File: src/hdl/fault_rec_regs.svh
// Register offsets, field positions and timing counts of the fault recorder
`ifndef FAULT_REC_REGS_SVH
`define FAULT_REC_REGS_SVH
`define FR_DEPTH 20
`define FR_NMOD 8
`define FR_CLK_MHZ 20
// Time base of the duration counters, in microseconds
`define FR_TICK_US 1000
`define FR_TICK_CYC (`FR_TICK_US * `FR_CLK_MHZ)
`define FR_OFF_CTRL 32'h0000_0000
`define FR_OFF_DELAY 32'h0000_0004
`define FR_OFF_STATUS 32'h0000_0008
`define FR_OFF_SEL 32'h0000_000c
`define FR_OFF_REC0 32'h0000_0010
`define FR_OFF_REC1 32'h0000_0014
`define FR_OFF_REC2 32'h0000_0018
`define FR_OFF_REC3 32'h0000_001c
`define FR_OFF_KEYS 32'h0000_0020
`define FR_OFF_CFGVER 32'h0000_0024
`define FR_CTRL_MODE 0
`define FR_CTRL_AR 1
`define FR_CTRL_ADAPT 2
`define FR_KEY_ACK 0
`define FR_KEY_CLR 1
`define FR_KEY_RESTART 2
`endif

File: src/hdl/fault_rec_pkg.sv
// Types shared by the fault recorder
package fault_rec_pkg;
    typedef enum logic [2:0] {
        ST_IDLE = 3'b001,
        ST_OPEN = 3'b010,
        ST_WAIT = 3'b100
    } rec_state_e;

    typedef struct packed {
        logic [7:0] fault_no;
        logic [7:0] grid_no;
        logic [2:0] first_pick;
        logic [2:0] first_trip;
        logic tripped;
        logic ttt_valid;
        logic [1:0] param_set;
        logic [1:0] adapt_set;
        logic [15:0] duration;
        logic [15:0] time_to_trip;
        logic [31:0] date_time;
        logic [15:0] meas;
        logic [7:0] cfg_ver;
    } record_s;

    typedef struct packed {
        logic [7:0] pickup;
        logic [7:0] trip;
    } prot_s;
endpackage : fault_rec_pkg

File: src/hdl/fault_event_recorder.sv
// Fault recorder with twenty-entry record store and AHB-Lite registers
//
// Implementation choices: the placing of the registers and the AHB-Lite register port.
`timescale 1ns/100ps
`include "fault_rec_regs.svh"

module fault_event_recorder (
    input wire logic hclk, // Evaluation clock
    input wire logic hresetn, // Asynchronous reset, active low
    input wire logic hsel, // Slave select
    input wire logic [31:0] haddr, // Byte address
    input wire logic [1:0] htrans, // Transfer type
    input wire logic hwrite, // Write strobe
    input wire logic [2:0] hsize, // Transfer size
    input wire logic hready, // Bus ready in
    input wire logic [31:0] hwdata, // Write data
    output logic [31:0] hrdata, // Read data
    output logic hreadyout, // Slave ready
    output logic hresp, // Always OKAY
    input wire fault_rec_pkg::prot_s prot, // Pickups and trips per module
    input wire logic [15:0] meas_in, // Live measurement value
    input wire logic [31:0] date_time, // Real-time clock stamp
    input wire logic [1:0] param_set, // Active parameter set
    input wire logic [1:0] adapt_set, // Active adaptive set
    input wire logic auto_reclose, // Auto-reclose sequence running
    input wire logic [7:0] cfg_ver, // Configuration change count
    output logic popup, // Notification shown on display
    output logic [4:0] popup_idx, // Slot of the newest record
    output logic [7:0] safe_fault_no, // Fail-safe copy: fault number
    output logic safe_tripped // Fail-safe copy: trip flag
);
    import fault_rec_pkg::*;

    // ********************************
    // Input synchronisers and edges
    // ********************************
    prot_s prot_m_q, prot_s_q;
    logic ar_m_q, ar_s_q;
    logic pick_q, trip_q;

    always_ff @(posedge hclk or negedge hresetn) begin
        if (!hresetn) begin
            prot_m_q <= '0;
            prot_s_q <= '0;
            ar_m_q <= 1'b0;
            ar_s_q <= 1'b0;
        end else begin
            prot_m_q <= prot;
            prot_s_q <= prot_m_q;
            ar_m_q <= auto_reclose;
            ar_s_q <= ar_m_q;
        end
    end

    wire logic pick_any = |prot_s_q.pickup;
    wire logic trip_any = |prot_s_q.trip;
    wire logic pick_rise = pick_any && !pick_q;
    wire logic pick_fall = !pick_any && pick_q;
    wire logic trip_rise = trip_any && !trip_q;

    always_ff @(posedge hclk or negedge hresetn) begin
        if (!hresetn) begin
            pick_q <= 1'b0;
            trip_q <= 1'b0;
        end else begin
            pick_q <= pick_any;
            trip_q <= trip_any;
        end
    end

    // Lowest-numbered active module wins a tie
    function automatic logic [2:0] first_set(input logic [7:0] v);
        first_set = 3'h0;
        for (int i = `FR_NMOD - 1; i >= 0; i--) begin
            if (v[i]) begin
                first_set = 3'(i);
            end
        end
    endfunction : first_set

    // ********************************
    // Register bus
    // ********************************
    logic mode_alarms_q, ar_en_q, adapt_en_q;
    logic [15:0] delay_q;
    logic [4:0] sel_q;
    logic wr_pend_q;
    logic [31:0] wr_addr_q;
    logic [31:0] rd_data_d;
    logic [2:0] key_pulse;

    wire logic bus_go = hsel && hready && htrans[1];

    always_ff @(posedge hclk or negedge hresetn) begin
        if (!hresetn) begin
            wr_pend_q <= 1'b0;
            wr_addr_q <= 32'h0;
        end else begin
            wr_pend_q <= bus_go && hwrite;
            wr_addr_q <= haddr;
        end
    end

    wire logic wr_do = wr_pend_q;
    assign key_pulse = (wr_do && wr_addr_q == `FR_OFF_KEYS) ?
        hwdata[2:0] : 3'h0;

    always_ff @(posedge hclk or negedge hresetn) begin
        if (!hresetn) begin
            mode_alarms_q <= 1'b1;
            ar_en_q <= 1'b0;
            adapt_en_q <= 1'b0;
            delay_q <= 16'h0;
            sel_q <= 5'h0;
        end else if (wr_do) begin
            if (wr_addr_q == `FR_OFF_CTRL) begin
                mode_alarms_q <= hwdata[`FR_CTRL_MODE];
                ar_en_q <= hwdata[`FR_CTRL_AR];
                adapt_en_q <= hwdata[`FR_CTRL_ADAPT];
            end
            if (wr_addr_q == `FR_OFF_DELAY) begin
                delay_q <= hwdata[15:0];
            end
            if (wr_addr_q == `FR_OFF_SEL) begin
                sel_q <= hwdata[4:0];
            end
        end
    end

    // ********************************
    // Recording engine
    // ********************************
    record_s mem [0:`FR_DEPTH-1];
    record_s cur_q;
    rec_state_e state_q;
    logic [7:0] fault_no_q, grid_no_q;
    logic in_ar_q;
    logic [4:0] wptr_q;
    logic [4:0] count_q;
    logic [14:0] tick_q;
    logic [15:0] dly_cnt_q;
    logic cap_pend_q;
    logic store_now;
    logic [31:0] ver_chk;

    wire logic tick = (tick_q == 15'(`FR_TICK_CYC - 1));

    always_ff @(posedge hclk or negedge hresetn) begin
        if (!hresetn) begin
            tick_q <= 15'h0;
        end else begin
            tick_q <= tick ? 15'h0 : tick_q + 15'h1;
        end
    end

    // Record closes on the pickup fall; trips-only drops untripped ones
    assign store_now = (state_q == ST_OPEN) && pick_fall &&
        (mode_alarms_q || cur_q.tripped);

    always_ff @(posedge hclk or negedge hresetn) begin
        if (!hresetn) begin
            state_q <= ST_IDLE;
        end else begin
            unique case (state_q)
                ST_IDLE: begin
                    if (pick_rise) begin
                        state_q <= ST_OPEN;
                    end
                end
                ST_OPEN: begin
                    if (pick_fall) begin
                        state_q <= ST_IDLE;
                    end
                end
                default: begin
                    state_q <= ST_IDLE;
                end
            endcase
        end
    end

    always_ff @(posedge hclk or negedge hresetn) begin
        if (!hresetn) begin
            fault_no_q <= 8'h0;
            grid_no_q <= 8'h0;
            in_ar_q <= 1'b0;
        end else if (pick_rise && state_q == ST_IDLE) begin
            fault_no_q <= fault_no_q + 8'h1;
            // Pickups during a reclose cycle share one grid number
            if (!(ar_en_q && in_ar_q)) begin
                grid_no_q <= grid_no_q + 8'h1;
            end
            in_ar_q <= ar_s_q;
        end else begin
            in_ar_q <= in_ar_q | ar_s_q;
            if (!ar_s_q && state_q == ST_IDLE) begin
                in_ar_q <= 1'b0;
            end
        end
    end

    always_ff @(posedge hclk or negedge hresetn) begin
        if (!hresetn) begin
            cur_q <= '0;
            cap_pend_q <= 1'b0;
            dly_cnt_q <= 16'h0;
        end else if (pick_rise && state_q == ST_IDLE) begin
            cur_q <= '0;
            cur_q.fault_no <= fault_no_q + 8'h1;
            cur_q.grid_no <= (ar_en_q && in_ar_q) ? grid_no_q :
                grid_no_q + 8'h1;
            cur_q.first_pick <= first_set(prot_s_q.pickup);
            cur_q.date_time <= date_time;
            cur_q.param_set <= param_set;
            cur_q.adapt_set <= adapt_en_q ? adapt_set : 2'h0;
            cur_q.cfg_ver <= cfg_ver;
            cap_pend_q <= 1'b0;
        end else if (state_q == ST_OPEN) begin
            if (tick && cur_q.duration != 16'hffff) begin
                cur_q.duration <= cur_q.duration + 16'h1;
                if (!cur_q.tripped) begin
                    cur_q.time_to_trip <= cur_q.time_to_trip + 16'h1;
                end
            end
            if (trip_rise && !cur_q.tripped) begin
                cur_q.tripped <= 1'b1;
                cur_q.first_trip <= first_set(prot_s_q.trip);
                cur_q.ttt_valid <= first_set(prot_s_q.trip) ==
                    cur_q.first_pick;
                if (first_set(prot_s_q.trip) != cur_q.first_pick) begin
                    cur_q.time_to_trip <= 16'h0;
                end
                if (delay_q == 16'h0) begin
                    cur_q.meas <= meas_in;
                end else begin
                    cap_pend_q <= 1'b1;
                    dly_cnt_q <= delay_q;
                end
            end else if (cap_pend_q && tick) begin
                if (dly_cnt_q == 16'h1) begin
                    cur_q.meas <= meas_in;
                    cap_pend_q <= 1'b0;
                end
                dly_cnt_q <= dly_cnt_q - 16'h1;
            end
            // A delayed capture cut short by the fall lands in cur_q after the store, so the stored record keeps meas at zero
            if (pick_fall && cap_pend_q) begin
                cur_q.meas <= meas_in;
                cap_pend_q <= 1'b0;
            end
            if (pick_fall && !cur_q.tripped) begin
                cur_q.time_to_trip <= 16'h0;
            end
        end
    end

    // Store in a ring; the write pointer runs over the oldest slot
    always_ff @(posedge hclk) begin
        if (store_now) begin
            mem[wptr_q] <= cur_q;
        end
    end

    always_ff @(posedge hclk or negedge hresetn) begin
        if (!hresetn) begin
            wptr_q <= 5'h0;
            count_q <= 5'h0;
            popup_idx <= 5'h0;
            safe_fault_no <= 8'h0;
            safe_tripped <= 1'b0;
        end else if (store_now) begin
            wptr_q <= (wptr_q == 5'(`FR_DEPTH - 1)) ? 5'h0 :
                wptr_q + 5'h1;
            if (count_q != 5'(`FR_DEPTH)) begin
                count_q <= count_q + 5'h1;
            end
            popup_idx <= wptr_q;
            // Newest record mirrored to a retained copy
            safe_fault_no <= cur_q.fault_no;
            safe_tripped <= cur_q.tripped;
        end
    end

    // ********************************
    // Display notification
    // ********************************
    logic dismissed_q;

    always_ff @(posedge hclk or negedge hresetn) begin
        if (!hresetn) begin
            popup <= 1'b0;
            dismissed_q <= 1'b0;
        end else if (pick_fall && state_q == ST_OPEN) begin
            // New fault shows even after an earlier dismissal
            popup <= store_now;
            dismissed_q <= !store_now;
        end else if (key_pulse[`FR_KEY_CLR]) begin
            popup <= 1'b0;
            dismissed_q <= 1'b1;
        end else if (key_pulse[`FR_KEY_ACK]) begin
            popup <= 1'b0;
        end else if (key_pulse[`FR_KEY_RESTART]) begin
            popup <= !dismissed_q && count_q != 5'h0;
        end
    end

    // ********************************
    // Read path
    // ********************************
    record_s view;
    assign view = mem[sel_q < 5'(`FR_DEPTH) ? sel_q : 5'h0];
    assign ver_chk = {31'h0, view.cfg_ver != cfg_ver};

    always_comb begin
        rd_data_d = 32'h0;
        unique case (haddr)
            `FR_OFF_CTRL: rd_data_d = {29'h0, adapt_en_q, ar_en_q,
                mode_alarms_q};
            `FR_OFF_DELAY: rd_data_d = {16'h0, delay_q};
            `FR_OFF_STATUS: rd_data_d = {11'h0, popup_idx, 3'h0, count_q,
                fault_no_q};
            `FR_OFF_SEL: rd_data_d = {27'h0, sel_q};
            `FR_OFF_REC0: rd_data_d = {view.fault_no, view.grid_no,
                view.first_pick, view.first_trip, view.tripped,
                view.ttt_valid, view.param_set, view.adapt_set,
                view.cfg_ver[3:0]};
            `FR_OFF_REC1: rd_data_d = {view.time_to_trip, view.duration};
            `FR_OFF_REC2: rd_data_d = view.date_time;
            `FR_OFF_REC3: rd_data_d = {16'h0, view.meas};
            `FR_OFF_CFGVER: rd_data_d = ver_chk;
            default: rd_data_d = 32'h0;
        endcase
    end

    always_ff @(posedge hclk or negedge hresetn) begin
        if (!hresetn) begin
            hrdata <= 32'h0;
            hreadyout <= 1'b1;
            hresp <= 1'b0;
        end else begin
            hreadyout <= 1'b1;
            hresp <= 1'b0;
            if (bus_go && !hwrite) begin
                hrdata <= rd_data_d;
            end
        end
    end

    // ********************************
    // Checks
    // ********************************
    new_record_a: assert property (@(posedge hclk) disable iff (!hresetn)
        state_q == ST_IDLE && pick_rise |=> state_q == ST_OPEN)
        else $error("pickup edge did not open a record");
    fault_count_a: assert property (@(posedge hclk) disable iff (!hresetn)
        state_q == ST_IDLE && pick_rise |=>
        fault_no_q == $past(fault_no_q) + 8'h1)
        else $error("fault number not incremented");
    one_record_a: assert property (@(posedge hclk) disable iff (!hresetn)
        state_q == ST_OPEN && pick_any |=> $stable(fault_no_q))
        else $error("second record while pickup held");
    drop_untrip_a: assert property (@(posedge hclk) disable iff (!hresetn)
        state_q == ST_OPEN && pick_fall && !mode_alarms_q &&
        !cur_q.tripped |=> $stable(count_q) && $stable(wptr_q))
        else $error("untripped record kept in trips-only mode");
    keep_alarm_a: assert property (@(posedge hclk) disable iff (!hresetn)
        state_q == ST_OPEN && pick_fall && mode_alarms_q |=>
        wptr_q != $past(wptr_q))
        else $error("alarm record not stored");
    popup_fall_a: assert property (@(posedge hclk) disable iff (!hresetn)
        store_now |=> popup && popup_idx == $past(wptr_q))
        else $error("notification missing or not newest");
    ring_wrap_a: assert property (@(posedge hclk) disable iff (!hresetn)
        store_now && wptr_q == 5'(`FR_DEPTH - 1) |=> wptr_q == 5'h0)
        else $error("ring pointer did not wrap");
    trip_capture_a: assert property (@(posedge hclk) disable iff (!hresetn)
        state_q == ST_OPEN && trip_rise && !cur_q.tripped &&
        delay_q == 16'h0 && !pick_fall |=>
        cur_q.meas == $past(meas_in) && cur_q.tripped)
        else $error("measurement not captured at trip");
    clear_key_a: assert property (@(posedge hclk) disable iff (!hresetn)
        key_pulse[`FR_KEY_CLR] && !(pick_fall && state_q == ST_OPEN) |=>
        !popup && dismissed_q)
        else $error("cleared notification came back");
endmodule : fault_event_recorder

File: config.mk
export PLATFORM = sky130hd
export DESIGN_NAME = fault_event_recorder
export DESIGN_NICKNAME = d
export VERILOG_FILES = /design/src/hdl/fault_rec_pkg.sv /design/src/hdl/fault_event_recorder.sv
export VERILOG_INCLUDE_DIRS = /design/src /design/src/hdl
export SDC_FILE = /design/constraint.sdc
export NUM_CORES = 2
export LEC_CHECK = 0
export ABC_AREA = 1
export BUFFER_PORTS_ARGS = -buffer_cell sky130_fd_sc_hd__buf_2
export CAP_MARGIN = 15
export CELL_PAD_IN_SITES_DETAIL_PLACEMENT = 0
export CELL_PAD_IN_SITES_GLOBAL_PLACEMENT = 1
export CORE_MARGIN = 2
export CORE_UTILIZATION = 54
export CTS_BUF_LIST = sky130_fd_sc_hd__clkbuf_8
export DETAILED_ROUTE_END_ITERATION = 7
export PLACE_DENSITY_LB_ADDON = 0.3
export SLEW_MARGIN = 20
export SYNTH_ARGS = -nofsm -noshare
export SYNTH_HDL_FRONTEND = slang
export SYNTH_SLANG_ARGS = --single-unit
export TNS_END_PERCENT = 10
File: constraint.sdc
create_clock -name hclk -period 17.9 [get_ports hclk]
set_clock_uncertainty 0.05 [all_clocks]
set_input_delay 1.79 -clock hclk [delete_from_list [all_inputs] [get_ports hclk]]
set_output_delay 1.79 -clock hclk [all_outputs]
set_load 0.05 [all_outputs]
## After elaboration in Yosys (flattened, before gate mapping)

Memories as Yosys holds them, arrays and structs flattened.
Cells that the tools add are included.
Widths: inputs -> output; s select.

| word-level totals | value |
|---|---|
| register bits | 303 |
| bits in latches | 0 |
| memory bits (writable) | 2320 |
| bits in read-only memories | 0 |
| bits of input ports | 151 |
| logic and storage cells | 199 |
| memories | 1 |

| cells by class | value |
|---|---|
| $add $sub $neg | 8 |
| multiply operators | 0 |
| div/mod/pow operators | 0 |
| order comparisons | 1 |
| eq/ne operators | 26 |
| shift operators | 0 |
| mux-type cells | 66 |
| bitwise gates (word level) | 3 |
| reduce and logical (&&, ||, !) cells | 53 |

Memory list:

| name | depth | bits a word | rd ports | clocked after Yosys merged registers in | write ports | line | source |
|---|---|---|---|---|---|---|---|
| mem | 20 | 116 | 1 | 0 | 1 | fault_event_recorder.sv:133 | `` record_s mem [0:`FR_DEPTH-1]; `` |

Operators by type and width:

| kind | count |
|---|---|
| $pmux 32 s9 | 1 |
| $mux 16 | 14 |
| $eq 32x5->1 const B | 4 |
| $eq 32x4->1 const B | 3 |
| $mux 32 | 3 |
| $mux 3 | 22 |
| $eq 32x3->1 const B | 2 |
| $eq 32x6->1 const B | 2 |
| $logic_not 32->1 | 2 |
| $add 16x1->16 const B | 2 |
| $mux 5 | 5 |
| $logic_and 1x1->1 | 19 |
| $mux 1 | 17 |
| $add 8x1->8 const B | 2 |
| $eq 16x1->1 const B | 1 |
| $logic_not 16->1 | 1 |
| $ne 16x16->1 const B | 1 |
| $reduce_and 2->1 | 8 |
| $reduce_or 8->1 | 2 |
| $sub 16x1->16 const B | 1 |
| $add 15x1->15 const B | 1 |
| $eq 15x15->1 const B | 1 |
| $mux 15 | 1 |
| $reduce_and 4->1 | 3 |
| other kinds (22) | 39 |

## Depth between registers and ports, before layout

| depth | value |
|---|---|
| depth in word-level cells | 17 |
| depth in mapped cells | 20 |
| gate-level depth less buffers | 19 |

## Least setup slack after synthesis

OpenSTA, ideal clock, no wires.

| timing | value |
|---|---|
| path kind | register to register |
| start point | register prot_s_q[12] (netlist bit) |
| end point | memory mem[7][0] (netlist bit), enable pin |
| arrival time | 12.410 ns |
| required time | 16.975 ns |
| path slack | 4.565 ns |
| stages on the path, launching flop included | 10 |
| path buffers | 0 |
| clock period less this slack | 13.335 ns |
| path through | dfrtp_1 -> nor4_1 -> inv_1 -> nor2_1 -> nand2_1 -> nor2_1 -> o21ai_1 -> clkinv_1 -> nand2_1 -> nor4_1 |

| between the ends | value |
|---|---|
| cells in the longest elaborated chain, start to end | 7 |

Ends and longest elaborated chain:

| element | line | source |
|---|---|---|
| start, declared | fault_event_recorder.sv:37 | `prot_s prot_m_q, prot_s_q;` |
| start signal, assigned | fault_event_recorder.sv:49 | `prot_s_q <= prot_m_q;` |
| $reduce_or 8->1 | fault_event_recorder.sv:55 | `wire logic pick_any = \|prot_s_q.pickup;` |
| $logic_not 1->1 | fault_event_recorder.sv:58 | `wire logic pick_fall = !pick_any && pick_q;` |
| $logic_and 1x1->1 | fault_event_recorder.sv:58 |  |
| $logic_and 1x1->1 (2 in a row) | fault_event_recorder.sv:157 | `assign store_now = (state_q == ST_OPEN) && pick_fall &&` |
| $mux 1 | fault_event_recorder.sv:259 | `if (store_now) begin` |
| $mux 1 (not written as such) | fault_event_recorder.sv:260 | `mem[wptr_q] <= cur_q;` |
| end, declared | fault_event_recorder.sv:133 |  |

No other way between the ends.

## Worst setup path after layout

| timing | value |
|---|---|
| start point | register sel_q[2] |
| end point | register hrdata[28] |

| between the ends | value |
|---|---|
| cells in the longest elaborated chain, start to end | 4 |

Ends and longest elaborated chain:

| element | line | source |
|---|---|---|
| start, declared | fault_event_recorder.sv:86 | `logic [4:0] sel_q;` |
| start signal, assigned | fault_event_recorder.sv:125 | `sel_q <= hwdata[4:0];` |
| $lt 5x5->1 | fault_event_recorder.sv:311 | `` assign view = mem[sel_q < 5'(`FR_DEPTH) ? sel_q : 5'h0]; `` |
| $mux 5 (*) | fault_event_recorder.sv:311 |  |
| $mem_v2 20x116 (*) | -- |  |
| $pmux 32 s9 (*) | fault_event_recorder.sv:316 | `unique case (haddr)` |
| end signal, assigned | fault_event_recorder.sv:344 | `hrdata <= rd_data_d;` |
| end, declared | fault_event_recorder.sv:17 | `output logic [31:0] hrdata,` |

Mark *: on every way between the ends. The rest lies on a longest branch, timed or not.
A chain may end at the register's enable or synchronous reset.

==> summary.txt <==
Status
  – Status: complete, no violations

CTS
  – Worst skew pair latency: 1.10 ns
  – Setup Fix Bufs, Post-CTS: 0
  – Clk slew on worst S/H paths: 0.07 ns
  – Clock Sink Count: 2622
  – Total CTS buffers: 425
  – CTS tree: yes
  – CTS Buffer Depth: 4
  – Root Buffer: clkbuf_8
  – CTS H-tree depth: 5
  – Hold buffer count at cts: 0
  – PostCTS Resize Cnt: 0

Logic synthesis
  – Post-synth top area cell: edfxtp_1
  – Yosys cell types: 61
  – Cell with the most instances after synthesis: nand2_1
  – Main synth FF type: edfxtp_1
  – Sequential fraction of the synthesis area: 73.86%
  – Top cells by count, synth: nand2_1 (2346), edfxtp_1 (2320), a21oi_1 (527), nand3_1 (523), a32oi_1 (349)
  – Avg Cell Area, Syn: 12.64 sq um
  – Number of flops mapped to enable cells by yosys: 2320
  – Area share of the largest cell type after synthesis: 66.63%
  – Register bit total from synthesis: 2622
  – Top cells by area, synth: edfxtp_1 (67%), nand2_1 (8.4%), dfrtp_1 (7.2%)
  – Cell count after synthesis: 8272
  – Synthesized net count: 8436
  – Yosys warnings: 0
  – Ys async rst share: 11.52%
  – Mapped Area: 104600 sq um

Timing
  – Fmax: 0.1545 GHz
  – # setup viols final: 0
  – Unrepaired setup endpoints after global routing: false
  – Rel. slew slack: 14.32%
  – TNS Setup: 0 ns
  – Worst Hold Margin: 0.2957 ns
  – Period utilisation layout: 36.17%
  – Worst-Margin Slew: 1.285 ns
  – Max Slew Vio Count: 0
  – Fin. Hold Viols: 0
  – Crit path time final: 6.474 ns

Floorplanning
  – Die Y: 444.0 um
  – DIE AREA: 197200 sq um
  – Core ar.: 192400 sq um
  – I/O pin count: 200
  – Chip width: 444.0 um
  – Starting Density: 54.35%
  – Rows: 161

GRT
  – Global-route wire length before repair: 434600 um
  – Antenna violations before repair: 4
  – Vias in the first global route: 67.07k
  – Overflow after GRT: 0
  – Largest net degree at the start of global routing: 197
  – Total track usage: 29.78%

Detailed routing
  – Post-route ant nets: 0
  – DRC errors left: 0
  – DR vias: 69.94k
  – Initial DRC count: 7623
  – Routed WL: 297600 um
  – Routed vias/inst: 6.172
  – DRT Pass-1 Iters: 6
  – Routed len/inst: 26.26 um

Placement
  – Routability-driven placement congestion ratio: 0.8838
  – Detailed Place HPWL: 151700 um
  – Port buffer count: 177

Critical path
  – Slowest Stage Delay on Critical Path: 0.86 ns
  – Worst r2r dst: hrdata[28]
  – Worst R2R Start: sel_q[2]
  – Worst setup SP type: flop
  – Critical path class: flop to flop
  – CP required: 18.84 ns
  – CP most frequent cell: nand2_1
  – Setup crit end kind: flop
  – R2r worst-path depth: 16
  – CP Cell Sequence: o21ai_4 -> nand2_8 -> buf_12 -> buf_12 -> buf_12 -> buf_4 -> nand2_1 -> a32oi_1 -> a21oi_1 -> o21ai_1 -> nand2_1 -> nand2_1 -> nand3_1 -> nand3_1 -> nand2_1 -> nand2_1
  – Critical Path AT: 7.42 ns
  – Critical-path maximum fanout: 196
  – R2r setup slk: 11.43 ns
  – Slowest cell on the critical path: buf_4

Job
  – Max cap viols: 0

Power and ir drop
  – Leak pwr: 41.64 nW
  – VDD IR-drop max: 0.00007876 V
  – Final total power: 11.70 mW
  – PwrDens: 101.2 nW/um^2

Worst hold path
  – Hold Startpoint: prot_m_q[8]
  – WHS Endpoint: prot_s_q[8]
  – Hold crit path type: flop to flop
  – Hold Crit Depth: 0

Final layout
  – Area Overhead vs Synth: 10.57%
  – Ratio of cells with drive above 1 in the final layout: 10.32%
  – Final nets: 8632
  – Final design utilization: 60.10%
==> layout by cell type (no fill, tap or decap), types with 55 or more instances in the layout <==
cell         n
a21oi_1    526
edfxtp_1  2320
a22oi_1    108
clkbuf_8   470
a32o_1      62
o221ai_1   104
nor2_1     276
clkinv_1    91
nand2_1   2343
inv_1      324
buf_4      117
o21ai_1     55
o21ai_0    287
dfrtp_1    299
nand3_1    523
a32oi_1    349
buf_2      176
==> per-stage QoR <==
stage,worst slack (ns),area [sq um],cells
global placement,11.82,107700,10570
global route,11.15,115600,11330
finish,11.43,115600,11330
CTS,11.69,115600,11330
floorplan,4.565,104600,8272
detailed placement,11.73,107700,10570
==> worst max-delay path by stage <==
stage	start	slack (ns)	end
floorplan	prot_s_q[12]	4.56	mem[7][0]
global placement	sel_q[2]	11.82	hrdata[21]
detailed placement	sel_q[2]	11.73	hrdata[21]
CTS	sel_q[2]	11.69	hrdata[21]
global route	sel_q[2]	11.15	hrdata[21]
finish	sel_q[2]	11.43	hrdata[28]
==> kinds of logic after synthesis <==
logic type      Yosys count  synth area share, %
other cells               2             0.007182
simple gates           3281                12.65
flops                  2622                73.86
xor+xnor                 35               0.2932
fa+ha+maj                13               0.1556
buf+inv                 731                2.933
mux                      12               0.1280
compound gates         1576                9.975
==> power breakdown <==
group / switching, mW / internal (mW) / leakage [nW] / total [mW]
combinational: 0.0531 / 0.0280 / 13.8 / 0.0811
sequential: 0.0930 / 6.70 / 23.2 / 6.79
clock: 2.30 / 2.52 / 4.58 / 4.83
total: 2.45 / 9.25 / 41.6 / 11.7
==> critical path: cells and delay by family (launching register included) <==
| family | cells | cell delay, ns |
|---|---|---|
| AO/OA/AOI/OAI | 4 | 0.61 |
| buffers and inverters | 4 | 2.56 |
| AND/OR/NAND/NOR | 8 | 1.37 |
| flip-flops | 1 | 0.54 |
==> per-layer routing <==
| metal | GRT usage (%) | vias up | part of all wire [%] |
|---|---|---|---|
| li1 | - | 30790 | - |
| met1 | 40.83 | 35190 | 40 |
| met2 | 47.97 | 3346 | 47 |
| met3 | 4.671 | 622 | 8.7 |
| met4 | 12.19 | 2 | 4.1 |
| met5 | 0 | - | 0.0044 |
==> state kept, by name, summed over array words and instances (netlist names), 2 cells and up <==
signal,flops
hrdata,32
wptr_q,5
popup_idx,5
prot_s_q,16
mem,2320
dly_cnt_q,16
count_q,5
sel_q,5
delay_q,16
prot_m_q,16
tick_q,15
cur_q,116
safe_fault_no,8
wr_addr_q,32
state_q,2
==> final cells by class <==
type / count / area, sq um
Timing Repair Buffer: 309 / 2074
Fill cell: 14980 / 76770
Clock buffer: 470 / 6469
Antenna cell: 7 / 17.52
Sequential cell: 2622 / 77230
Clock inverter: 289 / 1411
Multi-Input combinational cell: 4919 / 24510
Inverter: 191 / 734.5
Tap cell: 2526 / 3161
(Power assumes the default switching activity.)
